==> src/mem_access_pkg.sv <==
// Register map, field positions and timing constants for memory-access block
package mem_access_pkg;
  localparam logic [7:0] ADDR_STACK_POINTER = 8'h81;
  localparam logic [7:0] ADDR_PTR0_LOW = 8'h82;
  localparam logic [7:0] ADDR_PTR0_HIGH = 8'h83;
  localparam logic [7:0] ADDR_PTR1_LOW = 8'h84;
  localparam logic [7:0] ADDR_PTR1_HIGH = 8'h85;
  localparam logic [7:0] ADDR_POINTER_SELECT = 8'h86;
  localparam logic [7:0] ADDR_STROBE_WIDTH = 8'h8E;
  localparam logic [7:0] ADDR_PTR0_UPPER = 8'h93;
  localparam logic [7:0] ADDR_PTR1_UPPER = 8'h95;
  localparam logic [7:0] ADDR_INDIRECT_UPPER = 8'hEA;
  localparam logic [7:0] ADDR_BOOT_CONFIG = 8'hFF;

  localparam logic [7:0] RST_STACK_POINTER = 8'h07;
  localparam logic [15:0] RST_POINTER = 16'h0000;
  localparam logic [7:0] RST_BYTE_ZERO = 8'h00;
  localparam logic [2:0] RST_STROBE_FIELD = 3'h7;

  // Pointer select fields
  localparam int SEL_BIT = 0;
  localparam int TOGGLE_BIT = 5;
  localparam int DIR0_BIT = 6;
  localparam int DIR1_BIT = 7;
  // Strobe control fields
  localparam int STROBE_LSB = 0;
  localparam int STROBE_MSB = 2;
  localparam int WD_LSB = 6;
  localparam int WD_MSB = 7;
  // Boot config fields
  localparam int REBOOT_BIT = 7;
  localparam int ISP_DIS_BIT = 6;
  localparam int FULL_FLASH_BIT = 2;
  localparam int BUSY_BIT = 1;
  localparam int BOOT_RUN_BIT = 0;

  localparam logic [2:0] STROBE_MIN_FIELD = 3'h2;
  localparam logic [3:0] CODE_WAIT_MIN = 4'h3;
  localparam logic [15:0] APP_ENTRY_LOW = 16'hFFF7;
  localparam logic [15:0] APP_ENTRY_HIGH = 16'hFFFF;

  typedef enum logic [2:0] {
    OP_NONE,
    OP_INC,
    OP_LOAD,
    OP_CODE_READ,
    OP_JUMP,
    OP_XREAD,
    OP_XWRITE
  } ptr_op_t;

  typedef enum logic [1:0] {
    SP_HOLD,
    SP_PUSH,
    SP_POP
  } stack_op_t;
endpackage

==> src/mem_access_pointer_ctrl.sv <==
// Memory-access pointer, address extension and strobe timing registers
// Overview of operation
// - Code stores only with program write enable
// - Code writes use at least three wait states
// - Three upper-byte registers, reset to zero
// - Pointer moves take upper byte from extension
// - Indirect moves use indirect byte, port two
// - Select bit picks pointer; pointers reset zero
// - Direction bit turns increment into decrement
// - Toggle enable inverts select on pointer ops other than jump
// - Toggle clear leaves select bit unchanged
// - Selected pointer serves all pointer instructions
// - Strobe width equals field plus one, never below three
// - Strobe field resets to slowest setting
// - New strobe width applies to next move
// - Stack pointer pre-increments, post-decrements, resets seven
// - Reboot bit maps application entry region
// - ISP enabled when disable bit clear
// - Busy flag read-only; full flash reads zero
// - Boot flag shows boot code running
module mem_access_pointer_ctrl
  import mem_access_pkg::*;
(
  // Clock and reset
  input wire logic sys_clk,
  input wire logic reset_n,
  // Special function register port
  input wire logic sfrWrite,
  input wire logic [7:0] sfrAddr,
  input wire logic [7:0] sfrWdata,
  output logic [7:0] sfrRdata,
  output logic sfrHit,
  // Core requests
  input wire mem_access_pkg::ptr_op_t ptrOp,
  input wire logic [15:0] loadValue,
  input wire logic [7:0] accValue,
  input wire logic useIndirect,
  input wire logic [7:0] indirectLow,
  input wire logic [7:0] portTwoRegister,
  input wire logic [7:0] writeData,
  input wire logic programWriteEnable,
  input wire mem_access_pkg::stack_op_t stackOp,
  // Flash status
  input wire logic flashBusyFlag,
  input wire logic bootRunningFlag,
  // Memory side
  output logic [23:0] memAddr,
  output logic [7:0] memWdata,
  output logic dataReadStrobe,
  output logic dataWriteStrobe,
  output logic codeWriteStrobe,
  output logic accessBusy,
  output logic [15:0] activePointer,
  output logic appEntryEnable,
  output logic ispEnable,
  output logic [7:0] stackPointer
);
  import mem_access_pkg::*;

  logic [7:0] stack_pointer_r;
  logic [15:0] ptr0_r, ptr1_r;
  logic [7:0] pointer_select_r, strobe_width_control_r;
  logic [7:0] ptr0Upper_r, ptr1Upper_r, indirectUpper_r;
  logic reboot_r, ispDis_r;
  logic busySync1_r, busySync_r, bootSync1_r, bootSync_r;

  typedef enum logic [1:0] {IDLE, STROBE, HOLD} move_state_t;
  move_state_t state_r;
  logic [3:0] count_r;
  logic isWrite_r, isCode_r;
  logic [23:0] addr_r;
  logic [7:0] wdata_r;

  logic sel;
  logic startMove;
  logic [2:0] field;
  logic [3:0] pulseLen;

  assign sel = pointer_select_r[SEL_BIT];
  assign activePointer = sel ? ptr1_r : ptr0_r;
  assign startMove = (state_r == IDLE) &&
                     (ptrOp == OP_XREAD || ptrOp == OP_XWRITE);
  assign field = strobe_width_control_r[STROBE_MSB:STROBE_LSB];

  // Unused field codes fall back to the shortest legal width
  function automatic logic [3:0] width_of(input logic [2:0] f);
    logic [2:0] g;
    g = (f < STROBE_MIN_FIELD) ? STROBE_MIN_FIELD : f;
    return {1'b0, g} + 4'h1;
  endfunction

  always_comb begin
    pulseLen = width_of(field);
    // Code stores need three wait states, so four strobe clocks minimum
    if (programWriteEnable && ptrOp == OP_XWRITE &&
        pulseLen < CODE_WAIT_MIN + 4'h1) begin
      pulseLen = CODE_WAIT_MIN + 4'h1;
    end
  end

  // Flash status levels come from another block; synchronise them
  always_ff @(posedge sys_clk) begin
    if (!reset_n) begin
      busySync1_r <= 1'b0;
      busySync_r <= 1'b0;
      bootSync1_r <= 1'b0;
      bootSync_r <= 1'b0;
    end else begin
      busySync1_r <= flashBusyFlag;
      busySync_r <= busySync1_r;
      bootSync1_r <= bootRunningFlag;
      bootSync_r <= bootSync1_r;
    end
  end

  // Stack pointer: software write wins over push and pop
  always_ff @(posedge sys_clk) begin
    if (!reset_n) begin
      stack_pointer_r <= RST_STACK_POINTER;
    end else if (sfrWrite && sfrAddr == ADDR_STACK_POINTER) begin
      stack_pointer_r <= sfrWdata;
    end else if (stackOp == SP_PUSH) begin
      stack_pointer_r <= stack_pointer_r + 8'h01;
    end else if (stackOp == SP_POP) begin
      stack_pointer_r <= stack_pointer_r - 8'h01;
    end
  end
  assign stackPointer = stack_pointer_r;
  AST_PUSH_INC: assert property (
    @(posedge sys_clk) disable iff (!reset_n)
    stackOp == SP_PUSH && !sfrWrite |=>
      stack_pointer_r == $past(stack_pointer_r) + 8'h01)
    else $error("push did not increment");

  // Data pointers
  always_ff @(posedge sys_clk) begin
    if (!reset_n) begin
      ptr0_r <= RST_POINTER;
      ptr1_r <= RST_POINTER;
    end else begin
      if (sfrWrite && sfrAddr == ADDR_PTR0_LOW) ptr0_r[7:0] <= sfrWdata;
      if (sfrWrite && sfrAddr == ADDR_PTR0_HIGH) ptr0_r[15:8] <= sfrWdata;
      if (sfrWrite && sfrAddr == ADDR_PTR1_LOW) ptr1_r[7:0] <= sfrWdata;
      if (sfrWrite && sfrAddr == ADDR_PTR1_HIGH) ptr1_r[15:8] <= sfrWdata;
      if (ptrOp == OP_LOAD) begin
        if (sel) ptr1_r <= loadValue;
        else ptr0_r <= loadValue;
      end else if (ptrOp == OP_INC) begin
        if (sel) begin
          ptr1_r <= pointer_select_r[DIR1_BIT] ? ptr1_r - 16'h0001
                                               : ptr1_r + 16'h0001;
        end else begin
          ptr0_r <= pointer_select_r[DIR0_BIT] ? ptr0_r - 16'h0001
                                               : ptr0_r + 16'h0001;
        end
      end
    end
  end

  // Pointer select; jump does not toggle the select bit
  always_ff @(posedge sys_clk) begin
    if (!reset_n) begin
      pointer_select_r <= RST_BYTE_ZERO;
    end else if (sfrWrite && sfrAddr == ADDR_POINTER_SELECT) begin
      pointer_select_r <= sfrWdata & 8'hE1;
    end else if (pointer_select_r[TOGGLE_BIT] &&
                 (ptrOp == OP_INC || ptrOp == OP_LOAD ||
                  ptrOp == OP_CODE_READ || ptrOp == OP_XREAD ||
                  ptrOp == OP_XWRITE)) begin
      pointer_select_r[SEL_BIT] <= ~sel;
    end
  end

  AST_RESET_VALUES: assert property (
    @(posedge sys_clk) !reset_n |=> stack_pointer_r == RST_STACK_POINTER
      && ptr0_r == RST_POINTER && field == RST_STROBE_FIELD
      && ptr0Upper_r == RST_BYTE_ZERO)
    else $error("reset values wrong");
  AST_TOGGLE: assert property (
    @(posedge sys_clk) disable iff (!reset_n)
    pointer_select_r[TOGGLE_BIT] && ptrOp == OP_INC && !sfrWrite |=>
      sel != $past(sel))
    else $error("select not toggled");
  AST_NO_TOGGLE: assert property (
    @(posedge sys_clk) disable iff (!reset_n)
    !pointer_select_r[TOGGLE_BIT] && !sfrWrite |=> $stable(sel))
    else $error("select changed");
  AST_DEC_DIR: assert property (
    @(posedge sys_clk) disable iff (!reset_n)
    ptrOp == OP_INC && !sel && pointer_select_r[DIR0_BIT] && !sfrWrite
      |=> ptr0_r == $past(ptr0_r) - 16'h0001)
    else $error("direction ignored");

  // Strobe width control and upper-byte extension registers
  always_ff @(posedge sys_clk) begin
    if (!reset_n) begin
      strobe_width_control_r <= {5'h00, RST_STROBE_FIELD};
      ptr0Upper_r <= RST_BYTE_ZERO;
      ptr1Upper_r <= RST_BYTE_ZERO;
      indirectUpper_r <= RST_BYTE_ZERO;
    end else if (sfrWrite) begin
      if (sfrAddr == ADDR_STROBE_WIDTH) begin
        strobe_width_control_r <= sfrWdata & 8'hC7;
      end
      if (sfrAddr == ADDR_PTR0_UPPER) ptr0Upper_r <= sfrWdata;
      if (sfrAddr == ADDR_PTR1_UPPER) ptr1Upper_r <= sfrWdata;
      if (sfrAddr == ADDR_INDIRECT_UPPER) indirectUpper_r <= sfrWdata;
    end
  end

  // Boot configuration: reserved bits are not stored
  always_ff @(posedge sys_clk) begin
    if (!reset_n) begin
      reboot_r <= 1'b0;
      ispDis_r <= 1'b0;
    end else if (sfrWrite && sfrAddr == ADDR_BOOT_CONFIG) begin
      reboot_r <= sfrWdata[REBOOT_BIT];
      ispDis_r <= sfrWdata[ISP_DIS_BIT];
    end
  end
  assign appEntryEnable = reboot_r;
  assign ispEnable = ~ispDis_r;

  // External move sequencer: strobe then one hold clock
  always_ff @(posedge sys_clk) begin
    if (!reset_n) begin
      state_r <= IDLE;
      count_r <= 4'h0;
      isWrite_r <= 1'b0;
      isCode_r <= 1'b0;
      addr_r <= 24'h000000;
      wdata_r <= 8'h00;
    end else begin
      unique case (state_r)
        IDLE: begin
          if (startMove) begin
            state_r <= STROBE;
            count_r <= pulseLen - 4'h1;
            isWrite_r <= (ptrOp == OP_XWRITE);
            isCode_r <= (ptrOp == OP_XWRITE) && programWriteEnable;
            wdata_r <= writeData;
            if (useIndirect) begin
              addr_r <= {indirectUpper_r, portTwoRegister,
                         indirectLow};
            end else begin
              addr_r <= sel ? {ptr1Upper_r, ptr1_r}
                            : {ptr0Upper_r, ptr0_r};
            end
          end
        end
        STROBE: begin
          if (count_r == 4'h0) state_r <= HOLD;
          else count_r <= count_r - 4'h1;
        end
        HOLD: begin
          state_r <= IDLE;
        end
      endcase
    end
  end

  assign memAddr = addr_r;
  assign memWdata = wdata_r;
  assign dataReadStrobe = (state_r == STROBE) && !isWrite_r;
  assign dataWriteStrobe = (state_r == STROBE) && isWrite_r && !isCode_r;
  assign codeWriteStrobe = (state_r == STROBE) && isCode_r;
  assign accessBusy = (state_r != IDLE);
  AST_UPPER0: assert property (
    @(posedge sys_clk) disable iff (!reset_n)
    startMove && !useIndirect && !sel |=>
      memAddr[23:16] == $past(ptr0Upper_r))
    else $error("upper byte wrong");
  AST_INDIRECT: assert property (
    @(posedge sys_clk) disable iff (!reset_n)
    startMove && useIndirect |=>
      memAddr[15:8] == $past(portTwoRegister)
      && memAddr[23:16] == $past(indirectUpper_r))
    else $error("indirect address wrong");
  AST_STROBE_LEN: assert property (
    @(posedge sys_clk) disable iff (!reset_n)
    startMove && ptrOp == OP_XREAD && field == STROBE_MIN_FIELD |=>
      dataReadStrobe [*3] ##1 !dataReadStrobe)
    else $error("strobe width wrong");
  AST_CODE_HOLD: assert property (
    @(posedge sys_clk) disable iff (!reset_n)
    $fell(codeWriteStrobe) |-> $stable(memAddr) && $stable(memWdata)
      && accessBusy)
    else $error("code hold broken");
  AST_CODE_MIN: assert property (
    @(posedge sys_clk) disable iff (!reset_n)
    $rose(codeWriteStrobe) |-> codeWriteStrobe [*4])
    else $error("code write too short");

  // Register read mux
  always_comb begin
    sfrHit = 1'b1;
    unique case (sfrAddr)
      ADDR_STACK_POINTER: sfrRdata = stack_pointer_r;
      ADDR_PTR0_LOW: sfrRdata = ptr0_r[7:0];
      ADDR_PTR0_HIGH: sfrRdata = ptr0_r[15:8];
      ADDR_PTR1_LOW: sfrRdata = ptr1_r[7:0];
      ADDR_PTR1_HIGH: sfrRdata = ptr1_r[15:8];
      ADDR_POINTER_SELECT: sfrRdata = pointer_select_r;
      ADDR_STROBE_WIDTH: sfrRdata = strobe_width_control_r;
      ADDR_PTR0_UPPER: sfrRdata = ptr0Upper_r;
      ADDR_PTR1_UPPER: sfrRdata = ptr1Upper_r;
      ADDR_INDIRECT_UPPER: sfrRdata = indirectUpper_r;
      ADDR_BOOT_CONFIG: sfrRdata = {reboot_r, ispDis_r, 3'h0, 1'b0,
        busySync_r, bootSync_r};
      default: begin
        sfrRdata = 8'h00;
        sfrHit = 1'b0;
      end
    endcase
  end

endmodule

==> config.mk <==
export PLATFORM = sky130hd
export DESIGN_NAME = mem_access_pointer_ctrl
export DESIGN_NICKNAME = d
export VERILOG_FILES = /design/src/mem_access_pkg.sv /design/src/mem_access_pointer_ctrl.sv
export SDC_FILE = /design/constraint.sdc
export NUM_CORES = 1
export LEC_CHECK = 0
export BUFFER_PORTS_ARGS = -buffer_cell sky130_fd_sc_hd__buf_2
export CORE_MARGIN = 10
export CORE_UTILIZATION = 37
export CTS_BUF_LIST = sky130_fd_sc_hd__clkbuf_8 sky130_fd_sc_hd__clkbuf_16
export CTS_CLUSTER_SIZE = 40
export DETAILED_ROUTE_END_ITERATION = 7
export GPL_TIMING_DRIVEN = 0
export PLACE_DENSITY = 0.6
export SYNTH_ARGS = -nofsm -noshare
export SYNTH_HDL_FRONTEND = slang
export SYNTH_SLANG_ARGS = --single-unit
==> constraint.sdc <==
create_clock -name sys_clk -period 2.4 [get_ports sys_clk]
set_input_delay 0.24 -clock sys_clk [delete_from_list [all_inputs] [get_ports sys_clk]]
set_output_delay 0.24 -clock sys_clk [all_outputs]
set_load 0.05 [all_outputs]
==> flow_summary_export.csv, run 1 <==
group,metric,value,unit
status,status,"finished clean",
detailed_routing,drc_errors,0,
synthesis,postSynthCellCount,1069,
cts,cts_inserted_buffers,17,
grt,grt-ovfl-total,0,
detailed_routing,topRoutingLayerUsed,"met4",
timing,finalSetupTns,0,ns
synthesis,synth-seq-cells,119,
timing,time_the_worst_path_needs_with_i_o_delays_and_setup,2.37,ns
worst_hold_path,hold_path_class,"input port to flop",
synthesis,yosys.area.top_type_share,29.0,%
grt,via_count_of_the_first_global_routing_pass,8422,
timing,finalHoldViolations,0,
placed_design,port_buffers,129,
detailed_routing,detailroute.via_count,8908,
worst_setup_path,critPathRequiredTime,2.16,ns
worst_setup_path,timing.critical_path.fanout_max,10,
cells_and_area,fin_util,46.3,%
cts,cts_htree_levels,4,
cts,clk_latency,0.44,ns
floorplan,floorplan.initialDensity,37.6,%
worst_hold_path,min-delay-start,"bootRunningFlag",
timing,worstMarginPinSlew,0.921,ns
synthesis,postSynthAreaPerCell,7.68,sq um
cts,clock-sinks,119,
synthesis,synth-warning-count,0,
floorplan,die_h,169,um
synthesis,synth_edf_count,0,
grt,grt_usage,21.8,%
synthesis,syn-num-nets,1186,
synthesis,synthFlopType,"sky130_fd_sc_hd__dfxtp_1",
grt,grt_start_max_net_pins,17,
worst_setup_path,path_class,"input port to primary output",
timing,grt_setup_unrepaired,"yes",
floorplan,num_io_pins,147,
detailed_routing,postRouteWirelength,32700,um
cts,max-clock-path-buffers,2,
timing,fin_ws,0.0350,ns
timing,timing.final.max_slew_violations,0,
detailed_routing,detailroute.wirelength.met2,15400,um
detailed_routing,antenna_left,0,
detailed_routing,detail_route.vias_per_cell,5.85,
power,total_leakage_power,4.27,nW
floorplan,die_outline_area,0.0286,sq mm
cts,hold_buffers,0,
floorplan,design.core.area,0.0218,sq mm
synthesis,synthesis.area,0.00821,sq mm
timing,final_skew,0.0119,ns
floorplan,dieWidth,169,um
synthesis,synth_top_area_cell,"sky130_fd_sc_hd__dfxtp_1",
detailed_routing,detailroute.wirelength.met3,2640,um
grt,grt_first_pass_wirelength,49000,um
detailed_routing,first_pass_iters,5,
worst_setup_path,critical_path.startpoint_type,"input port",
power,ir_drop,0.000396,V
worst_setup_path,timing.rr.start,"ptr1_r[8]$_SDFF_PN0_",
synthesis,synth-async-reset-ratio,0,%
placed_design,routabilityCongestion,0.966,
synthesis,synth_most_common_cell,"sky130_fd_sc_hd__nand2_1",
synthesis,netlist_top_cells_area,"sky130_fd_sc_hd__dfxtp_1, sky130_fd_sc_hd__nand2_1, sky130_fd_sc_hd__a21oi_1",
cts,tritoncts_clock_tree,"yes",
cells_and_area,final_net_count,1347,
detailed_routing,drt-wirelength-per-cell,21.5,um
placed_design,pre_cts_ws,-0.460,ns
cells_and_area,filler_cell_count,2245,
worst_setup_path,worstSetupEndpointType,"primary output",
synthesis,synth.yosys.seq_area_share,29.0,%
cts,cts_root_buf,"sky130_fd_sc_hd__clkbuf_16",
worst_setup_path,critical_path_arrival,2.13,ns
grt,antenna_found_initial,1,
cts,clkSlewWorstSetupHoldPaths,0.06,ns
cells_and_area,fraction_of_layout_cells_with_a_size_suffix_above_1,22.3,%
detailed_routing,detailedRoute.firstIterationViolations,839,
run,cap_violations,0,
floorplan,floorplan.rows,54,
cells_and_area,area_growth_synth_to_finish,23.0,%
synthesis,post_synth_most_frequent_cells,"sky130_fd_sc_hd__nand2_1, sky130_fd_sc_hd__a21oi_1, sky130_fd_sc_hd__dfxtp_1",
timing,fraction_of_the_cycle_the_final_worst_path_needs,98.5,%
timing,fmax,0.423,GHz
detailed_routing,met1Wirelength,13900,um
placed_design,place_hpwl,25000,um
power,power_density,657,mW/mm^2
worst_setup_path,timing.critical_path.from,"sfrAddr[2]",
timing,setup-violations-final,0,
timing,slew_headroom,38.6,%
synthesis,synthDistinctLibCells,75,
==> path summary, 6_finish.rpt <==
path / end / slack [ns] / depth (start not counted)
max: sfrRdata[1] / 0.03 / 9
min: bootSync1_r$_SDFF_PN0_ / 0.005 / 2
max reg2reg: ptr1_r[15]$_SDFF_PN0_ / 0.07 / 9
min reg2reg: bootSync_r$_SDFF_PN0_ / 0.43 / 1
==> stage by stage <==
stage / std cells / hold WS [ns] / total power, mW / area, sq um
3_5_place_dp: 1478 / 0.421 / 4.00 / 9210
5_1_grt: 1524 / 0.0188 / 6.92 / 10100
6_report: 1524 / 0.00456 / 6.64 / 10100
3_3_place_gp: 1478 / 0.416 / 3.97 / 9210
4_1_cts: 1517 / 0.00103 / 6.60 / 9930
2_1_floorplan: 1069 / 0.367 / 3.50 / 8220
==> flip-flops by register name, indices dropped and copies added, names as in the netlist <==
name                    count
ispDis_r                    1
strobe_width_control_r      5
indirectUpper_r             8
memWdata                    8
stackPointer                8
ptr1Upper_r                 8
busySync_r                  1
memAddr                    24
ptr0Upper_r                 8
busySync1_r                 1
bootSync1_r                 1
isCode_r                    1
count_r                     4
bootSync_r                  1
state_r                     2
pointer_select_r            4
ptr0_r                     16
ptr1_r                     16
appEntryEnable              1
isWrite_r                   1
==> cells in the final DEF (no fill, tap or decap), types with 11 or more instances in the layout <==
cell type                   count
sky130_fd_sc_hd__o211ai_1      28
sky130_fd_sc_hd__nor3_1        11
sky130_fd_sc_hd__mux2_2        20
sky130_fd_sc_hd__nand2b_1      25
sky130_fd_sc_hd__mux2i_1       49
sky130_fd_sc_hd__clkbuf_1      49
sky130_fd_sc_hd__a22oi_1       14
sky130_fd_sc_hd__a211oi_1      15
sky130_fd_sc_hd__buf_2        134
sky130_fd_sc_hd__buf_4         16
sky130_fd_sc_hd__o22ai_1       11
sky130_fd_sc_hd__nand3_1       45
sky130_fd_sc_hd__a21oi_1      120
sky130_fd_sc_hd__clkbuf_16     17
sky130_fd_sc_hd__nand2_1      170
sky130_fd_sc_hd__a21o_1        15
sky130_fd_sc_hd__nor2_1        76
sky130_fd_sc_hd__dfxtp_1      110
sky130_fd_sc_hd__ha_1          34
sky130_fd_sc_hd__o21ai_0       43
sky130_fd_sc_hd__a22o_1        11
sky130_fd_sc_hd__inv_1         15
sky130_fd_sc_hd__xnor2_1       21
==> power breakdown <==
group	internal, mW	switching [mW]
logic	0.544	1.21
registers	2.12	0.138
clock network	1.56	1.07
==> routing by layer <==
layer / up-vias / GRT usage, %
met2: 385 / 35.3
li1: 4215 / -
met4: 0 / 7.28
met3: 60 / 4.38
met1: 4248 / 28.3
met5: - / 0
==> critical path: stages <==
cell,delay [ns]
sky130_fd_sc_hd__buf_2,0.13
sky130_fd_sc_hd__buf_2,0.20
sky130_fd_sc_hd__nor3b_4,0.19
sky130_fd_sc_hd__buf_4,0.19
sky130_fd_sc_hd__a22oi_1,0.35
sky130_fd_sc_hd__o22ai_1,0.17
sky130_fd_sc_hd__a311oi_1,0.27
sky130_fd_sc_hd__nand2_1,0.14
sky130_fd_sc_hd__buf_2,0.24
==> timing repair <==
item,4_1_cts,5_1_grt
setup endpoints to repair,34,58
buffers inserted,8,6
cloned,0,0
pin swaps,3,11
gates resized for setup,24,54
==> cells by family (layout without fill, tap and decap cells) <==
| family | Yosys count | in the layout | share of synthesized area [%] |
|---|---|---|---|
| AO/OA/AOI/OAI | 336 | 336 | 26.2 |
| XOR/XNOR | 31 | 31 | 3.31 |
| adder cells (fa/ha/maj) | 41 | 41 | 6.52 |
| buffers and inverters | 90 | 264 | 4.31 |
| flip-flops | 119 | 119 | 29.0 |
| multiplexers | 69 | 69 | 8.71 |
| other | 0 | 1 | 0 |
| AND/OR/NAND/NOR | 383 | 383 | 21.9 |
==> area by class of cell <==
class                      count  area, sq um  share of cell area (%)
buffer                        73          319                    3.16
clock buffer                  18          439                    4.35
antenna                        1         2.50                  0.0248
inverter                      16         60.1                   0.595
timing repair buffer         143          764                    7.57
clock inverter                14          153                    1.51
sequential                   119         2400                    23.8
tap                          280          350                    3.47
multi-input combinational    860         5610                    55.6
No activity file was read; power rests on OpenSTA's default activity.
==> run 2, diff against run 1 <==
Settings changed: RECOVER_POWER from default to 50.
==> run 2 against run 1 <==
Against the previous run: non-clock buffer count is the same; power shrank 0.27%; combinational power is essentially flat; worst setup slack lost 0.010 ns; worst hold slack gained 0.0041 ns; critical path type unchanged; largest cell class unchanged.
==> flow_summary_export.csv, run 2 (synthesis results as in run 1) <==
group,metric,value,unit
worst_setup_path,path_class,"input port to primary output",
run,cap_violations,0,
cts,clk_latency,0.44,ns
timing,grt_setup_unrepaired,"yes",
floorplan,floorplan.initialDensity,37.6,%
cts,cts_inserted_buffers,17,
placed_design,dpl.cell_count,1478,
timing,setup-violations-final,0,
worst_setup_path,critical_path_arrival,2.14,ns
power,ir_drop,0.000394,V
cells_and_area,fraction_of_layout_cells_with_a_size_suffix_above_1,18.0,%
cells_and_area,post_layout_nonfiller_instances,1524,
timing,hold-worst-slack,0.00868,ns
detailed_routing,drc_errors,0,
worst_setup_path,timing.rr.start,"ptr1_r[8]$_SDFF_PN0_",
power,finalPower,6.62,mW
timing,final_skew,0.0128,ns
power,power_density,660,mW/mm^2
worst_setup_path,timing.critical_path.fanout_max,10,
worst_setup_path,ff2ff_setup_slack,0.09,ns
cells_and_area,most_frequent_standard_cell_in_the_layout_excluding_fill_and_tap_cells,"sky130_fd_sc_hd__nand2_1",
floorplan,num_io_pins,147,
detailed_routing,postRouteWirelength,32800,um
grt,grt_usage,21.8,%
detailed_routing,first_pass_iters,6,
timing,fraction_of_the_cycle_the_final_worst_path_needs,99.0,%
cells_and_area,final_net_count,1347,
worst_setup_path,path_cells,"clkbuf_1, buf_2, nor3b_4, buf_4, a22oi_1, o22ai_1, a311oi_1, nand2_1, buf_2",
worst_hold_path,min-delay-start,"bootRunningFlag",
worst_setup_path,critPathMaxStageDelay,0.34,ns
placed_design,placedInstanceArea,0.00921,sq mm
cts,max-clock-path-buffers,2,
cts,tritoncts_clock_tree,"yes",
grt,grt-ovfl-total,0,
detailed_routing,drt-wirelength-per-cell,21.5,um
cells_and_area,regArea,0.00240,sq mm
worst_setup_path,worstPathBufferInverterCount,4,
cells_and_area,area_growth_synth_to_finish,22.1,%
worst_hold_path,hold_path_depth,2,
grt,grt_start_max_net_pins,17,
detailed_routing,detailroute.via_count,8958,
detailed_routing,detailedRoute.firstIterationViolations,906,
worst_hold_path,worstHoldEndpoint,"bootSync1_r$_SDFF_PN0_",
timing,time_the_worst_path_needs_with_i_o_delays_and_setup,2.38,ns
floorplan,die_h,169,um
cts,clkSlewWorstSetupHoldPaths,0.06,ns
cts,clock-sinks,119,
grt,via_count_of_the_first_global_routing_pass,8422,
worst_setup_path,cp_slowest_cell,"sky130_fd_sc_hd__a22oi_1",
timing,worstMarginPinSlew,1.03,ns
worst_setup_path,number_of_cells_on_the_worst_reg_to_reg_path,9,
detailed_routing,antenna_left,0,
power,total_leakage_power,4.08,nW
detailed_routing,detail_route.vias_per_cell,5.88,
timing,finalSetupTns,0,ns
worst_hold_path,hold_path_class,"input port to flop",
floorplan,floorplan.rows,54,
floorplan,dieWidth,169,um
status,status,"finished clean",
timing,fmax,0.421,GHz
cells_and_area,stdcell_area,0.0100,sq mm
worst_setup_path,worst_r2r_endpoint,"ptr1_r[15]$_SDFF_PN0_",
timing,slew_headroom,30.5,%
floorplan,design.core.area,0.0218,sq mm
placed_design,place_hpwl,25000,um
grt,grt_first_pass_wirelength,49000,um
worst_setup_path,worstSetupEndpointType,"primary output",
worst_setup_path,library_cell_appearing_most_often_on_the_critical_path,"sky130_fd_sc_hd__buf_2",
worst_setup_path,timing.critical_path.max_delay_family,"buffers and inverters",
timing,finalHoldViolations,0,
worst_setup_path,critical_path.startpoint_type,"input port",
cells_and_area,largest_register_ffs,24,
placed_design,routabilityCongestion,0.966,
timing,timing.final.max_slew_violations,0,
floorplan,die_outline_area,0.0286,sq mm
cells_and_area,mostFrequentLayoutCells,"sky130_fd_sc_hd__nand2_1, sky130_fd_sc_hd__a21oi_1, sky130_fd_sc_hd__dfxtp_1",
cts,cts_htree_levels,4,
cells_and_area,multi_input_area,0.00560,sq mm
worst_setup_path,critPathRequiredTime,2.16,ns
cells_and_area,filler_cell_count,2270,
placed_design,port_buffers,129,
cts,cts_root_buf,"sky130_fd_sc_hd__clkbuf_16",
grt,antenna_found_initial,1,
==> run 2: cell types whose count changed in the layout (fill, tap and decap cells not counted), moves of 2 or more <==
cell | before | now
sky130_fd_sc_hd__buf_2 | 134 | 88
sky130_fd_sc_hd__and2_0 | 0 | 3
sky130_fd_sc_hd__and2_1 | 9 | 7
sky130_fd_sc_hd__clkbuf_1 | 49 | 97
==> run 2: worst max-delay path by stage <==
stage                                startpoint               endpoint  slack, ns  cells past startpoint
6_report                             sfrAddr[2]            sfrRdata[1]       0.02                      9
5_1_grt        pointer_select_r[7]$_SDFFE_PN0P_  ptr1_r[11]$_SDFF_PN0_      -0.07                     10
4_1_cts                    ptr0_r[0]$_SDFF_PN0_  ptr0_r[12]$_SDFF_PN0_      0.008                      9
3_5_place_dp                         sfrAddr[2]            sfrRdata[4]      -0.46                      9
3_3_place_gp                         sfrAddr[2]            sfrRdata[6]      -0.45                      9
2_1_floorplan              ptr0_r[0]$_SDFF_PN0_  ptr0_r[12]$_SDFF_PN0_       0.09                      9
==> run 2: stage by stage <==
| stage | utilization, % | setup WS, ns |
|---|---|---|
| global route | 46.0 | -0.0702 |
| detailed placement | 42.2 | -0.460 |
| global placement | 42.2 | -0.448 |
| CTS | 45.5 | 0.00766 |
| finish | 46.0 | 0.0250 |
| floorplan | - | 0.0889 |
==> run 2: area by class of cell <==
type	instances	share of cell area, %
well taps	280	3.49
diodes	1	0.0250
clock buffers	18	4.38
plain buffers	73	3.12
flip-flops and latches	119	23.9
inverters	16	0.599
repair buffers	143	7.06
multi-input cells	860	55.9
clock inverters	14	1.52
==> run 2: per-layer routing <==
layer	GRT usage, %	wire length (um)	up-vias
met5	0	0	-
met4	7.28	771	0
met3	4.38	2730	57
met2	35.3	15400	376
met1	28.3	13800	4316
li1	-	-	4209
==> run 2: repair_timing <==
action / CTS / global route
gates resized for setup: 24 / 54
buffers inserted: 8 / 6
gates cloned: 0 / 0
pin swaps: 3 / 11
hold buffers: 0 / 0
endpoints found under the setup margin: 34 / 58
==> run 2: where the power goes <==
part           switching (mW)  internal, mW
clock                    1.07          1.56
combinational            1.21         0.522
sequential              0.141          2.12
==> run 3, diff against run 2 <==
--- a/config.mk
+++ b/config.mk
@@ -14,2 +14,3 @@
 export GPL_TIMING_DRIVEN = 0
+export MAX_ROUTING_LAYER = met4
 export PLACE_DENSITY = 0.6
==> constraint.sdc (replaced) <==
create_clock -name sys_clk -period 2.4 [get_ports sys_clk]
set_input_delay 0.48 -clock sys_clk [delete_from_list [all_inputs] [get_ports sys_clk]]
set_output_delay 0.48 -clock sys_clk [all_outputs]
set_load 0.05 [all_outputs]
==> run 3 against run 2 <==
Against the previous run: the run now ends with setup timing left; routed wire length up 1.3%; register-to-register slack worse by 0.05 ns; worst setup slack worse by 0.25 ns; clock skew down 0.0028 ns; worst hold slack better by 0.24 ns; flip-flop and latch count unchanged; sequential power about the same; maximum frequency down 9.7%; die area unchanged; final area up 6.0%; first-iteration DRC count down 8.2%; largest cell class unchanged; highest routed layer unchanged.
==> flow_summary_export.csv, run 3 (synthesis results as in run 1) <==
group,metric,value,unit
cells_and_area,area_growth_synth_to_finish,29.4,%
detailed_routing,detailroute.via_count,9117,
timing,finalSetupTns,-1.64,ns
placed_design,routabilityCongestion,0.948,
floorplan,floorplan.rows,54,
grt,grt-ovfl-total,0,
worst_hold_path,hold_path_depth,2,
cts,clock-sinks,119,
cts,clk_latency,0.43,ns
floorplan,die_outline_area,0.0286,sq mm
detailed_routing,detail_route.vias_per_cell,5.90,
detailed_routing,detailroute.wirelength.met2,15600,um
cells_and_area,final_net_count,1367,
timing,finalHoldViolations,0,
cts,tritoncts_clock_tree,"yes",
placed_design,place_hpwl,25100,um
worst_setup_path,timing.critical_path.fanout_max,5,
power,ir_drop,0.000422,V
cts,cts_root_buf,"sky130_fd_sc_hd__clkbuf_16",
timing,fmax,0.380,GHz
detailed_routing,topRoutingLayerUsed,"met4",
cells_and_area,fraction_of_layout_cells_with_a_size_suffix_above_1,23.4,%
detailed_routing,postRouteWirelength,33200,um
worst_hold_path,min-delay-start,"flashBusyFlag",
power,netSwitchingFraction,36.1,%
detailed_routing,detailroute.wirelength.met3,2980,um
power,clkPwrFrac,40.6,%
grt,grt_start_max_net_pins,17,
detailed_routing,detailedRoute.firstIterationViolations,832,
power,power.switching,2.44,mW
worst_setup_path,critPathRequiredTime,1.92,ns
detailed_routing,antenna_left,0,
placed_design,placedInstanceArea,0.00925,sq mm
cells_and_area,fin_util,48.7,%
detailed_routing,met1Wirelength,13700,um
worst_setup_path,critical_path.startpoint_type,"input port",
cells_and_area,largest_register_ffs,24,
worst_setup_path,timing.rr.start,"pointer_select_r[7]$_SDFFE_PN0P_",
floorplan,floorplan.initialDensity,37.6,%
placed_design,port_buffers,129,
worst_setup_path,number_of_cells_on_the_worst_reg_to_reg_path,11,
status,failing_checks,"setup timing",
cells_and_area,mostFrequentLayoutCells,"sky130_fd_sc_hd__nand2_1, sky130_fd_sc_hd__a21oi_1, sky130_fd_sc_hd__dfxtp_1",
timing,fin_ws,-0.230,ns
timing,grt_setup_unrepaired,"yes",
detailed_routing,drc_errors,0,
cells_and_area,stdcell_area,0.0106,sq mm
worst_hold_path,worstHoldEndpoint,"busySync1_r$_SDFF_PN0_",
grt,antenna_found_initial,1,
placed_design,pre_cts_ws,-0.987,ns
timing,final_skew,0.0101,ns
power,total_leakage_power,4.35,nW
power,power_density,635,mW/mm^2
timing,worstMarginPinSlew,0.904,ns
run,cap_violations,0,
cts,cts_htree_levels,4,
worst_setup_path,worst_r2r_endpoint,"ptr1_r[12]$_SDFF_PN0_",
power,pwr-share-seq,33.4,%
detailed_routing,drt-wirelength-per-cell,21.5,um
worst_setup_path,worstSetupEndpointType,"primary output",
cells_and_area,most_frequent_standard_cell_in_the_layout_excluding_fill_and_tap_cells,"sky130_fd_sc_hd__nand2_1",
worst_hold_path,hold_path_class,"input port to flop",
worst_setup_path,critical_path_arrival,2.15,ns
power,finalPower,6.75,mW
floorplan,num_io_pins,147,
floorplan,dieWidth,169,um
timing,timing.final.max_slew_violations,0,
power,combinationalPowerShare,26.0,%
power,power_report.internal_total,4.32,mW
timing,setup-violations-final,9,
worst_setup_path,ff2ff_setup_slack,0.04,ns
detailed_routing,first_pass_iters,5,
grt,grt_first_pass_wirelength,49600,um
timing,time_the_worst_path_needs_with_i_o_delays_and_setup,2.63,ns
floorplan,die_h,169,um
cts,clkSlewWorstSetupHoldPaths,0.06,ns
grt,via_count_of_the_first_global_routing_pass,8594,
timing,fraction_of_the_cycle_the_final_worst_path_needs,110,%
cts,cts_inserted_buffers,17,
worst_setup_path,path_class,"input port to primary output",
status,status,"finished with violations",
cts,max-clock-path-buffers,2,
floorplan,design.core.area,0.0218,sq mm
grt,grt_usage,22.7,%
timing,slew_headroom,39.7,%
cells_and_area,filler_cell_count,2198,
-- run 3: critical path, cell delays in order --
cell and delay [ns]:
sky130_fd_sc_hd__buf_8 0.09, sky130_fd_sc_hd__or3b_4 0.42, sky130_fd_sc_hd__nor3_4 0.31, sky130_fd_sc_hd__and3_4 0.25, sky130_fd_sc_hd__nor2b_4 0.14, sky130_fd_sc_hd__buf_6 0.12
sky130_fd_sc_hd__nand2_2 0.07, sky130_fd_sc_hd__nand3_2 0.11, sky130_fd_sc_hd__buf_8 0.15
-- run 3: what timing repair did --
action	CTS	global route
endpoints found under the hold margin	0	0
gates cloned	0	1
pin swaps	18	28
endpoints found under the setup margin	34	44
setup buffers	14	19
hold buffers	0	0
gates resized for setup	80	81
-- run 3: worst max-delay path by stage --
stage	cells past startpoint	endpoint	start	slack, ns
finish	9	sfrRdata[5]	sfrAddr[5]	-0.23
global route	9	sfrRdata[5]	sfrAddr[5]	-0.27
CTS	8	sfrRdata[5]	sfrAddr[5]	-0.27
detailed placement	9	sfrRdata[4]	sfrAddr[2]	-0.99
global placement	9	sfrRdata[4]	sfrAddr[2]	-0.99
floorplan	6	sfrHit	sfrAddr[6]	-0.22
-- run 3: stage by stage --
stage               std cells  hold slack [ns]
floorplan                1069            0.412
global placement         1478            0.417
detailed placement       1478            0.424
CTS                      1523            0.247
global route             1544            0.248
finish                   1544            0.254
-- run 3: layer usage --
layer | GRT usage [%] | up-vias
li1 | - | 4255
met1 | 27.9 | 4378
met2 | 35.4 | 406
met3 | 5.77 | 78
met4 | 7.95 | 0
met5 | - | -
-- run 3: final cells by class --
cell class / count / area (sq um) / share of cell area [%]
Antenna cell: 1 / 2.50 / 0.0235
Clock inverter: 15 / 193 / 1.81
Timing Repair Buffer: 163 / 1010 / 9.46
Sequential cell: 119 / 2400 / 22.6
Tap cell: 280 / 350 / 3.30
Buffer: 73 / 359 / 3.38
Inverter: 16 / 60.1 / 0.565
Multi-Input combinational cell: 860 / 5830 / 54.8
Clock buffer: 17 / 425 / 4.00
-- run 3: power groups by stage --
stage | Clock (mW) | Sequential, mW | Combinational [mW]
CTS | 2.76 | 2.25 | 1.73
detailed placement | 0 | 2.29 | 1.70
floorplan | 0 | 2.46 | 1.04
global route | 2.84 | 2.28 | 1.92
finish | 2.74 | 2.26 | 1.76
global placement | 0 | 2.29 | 1.69
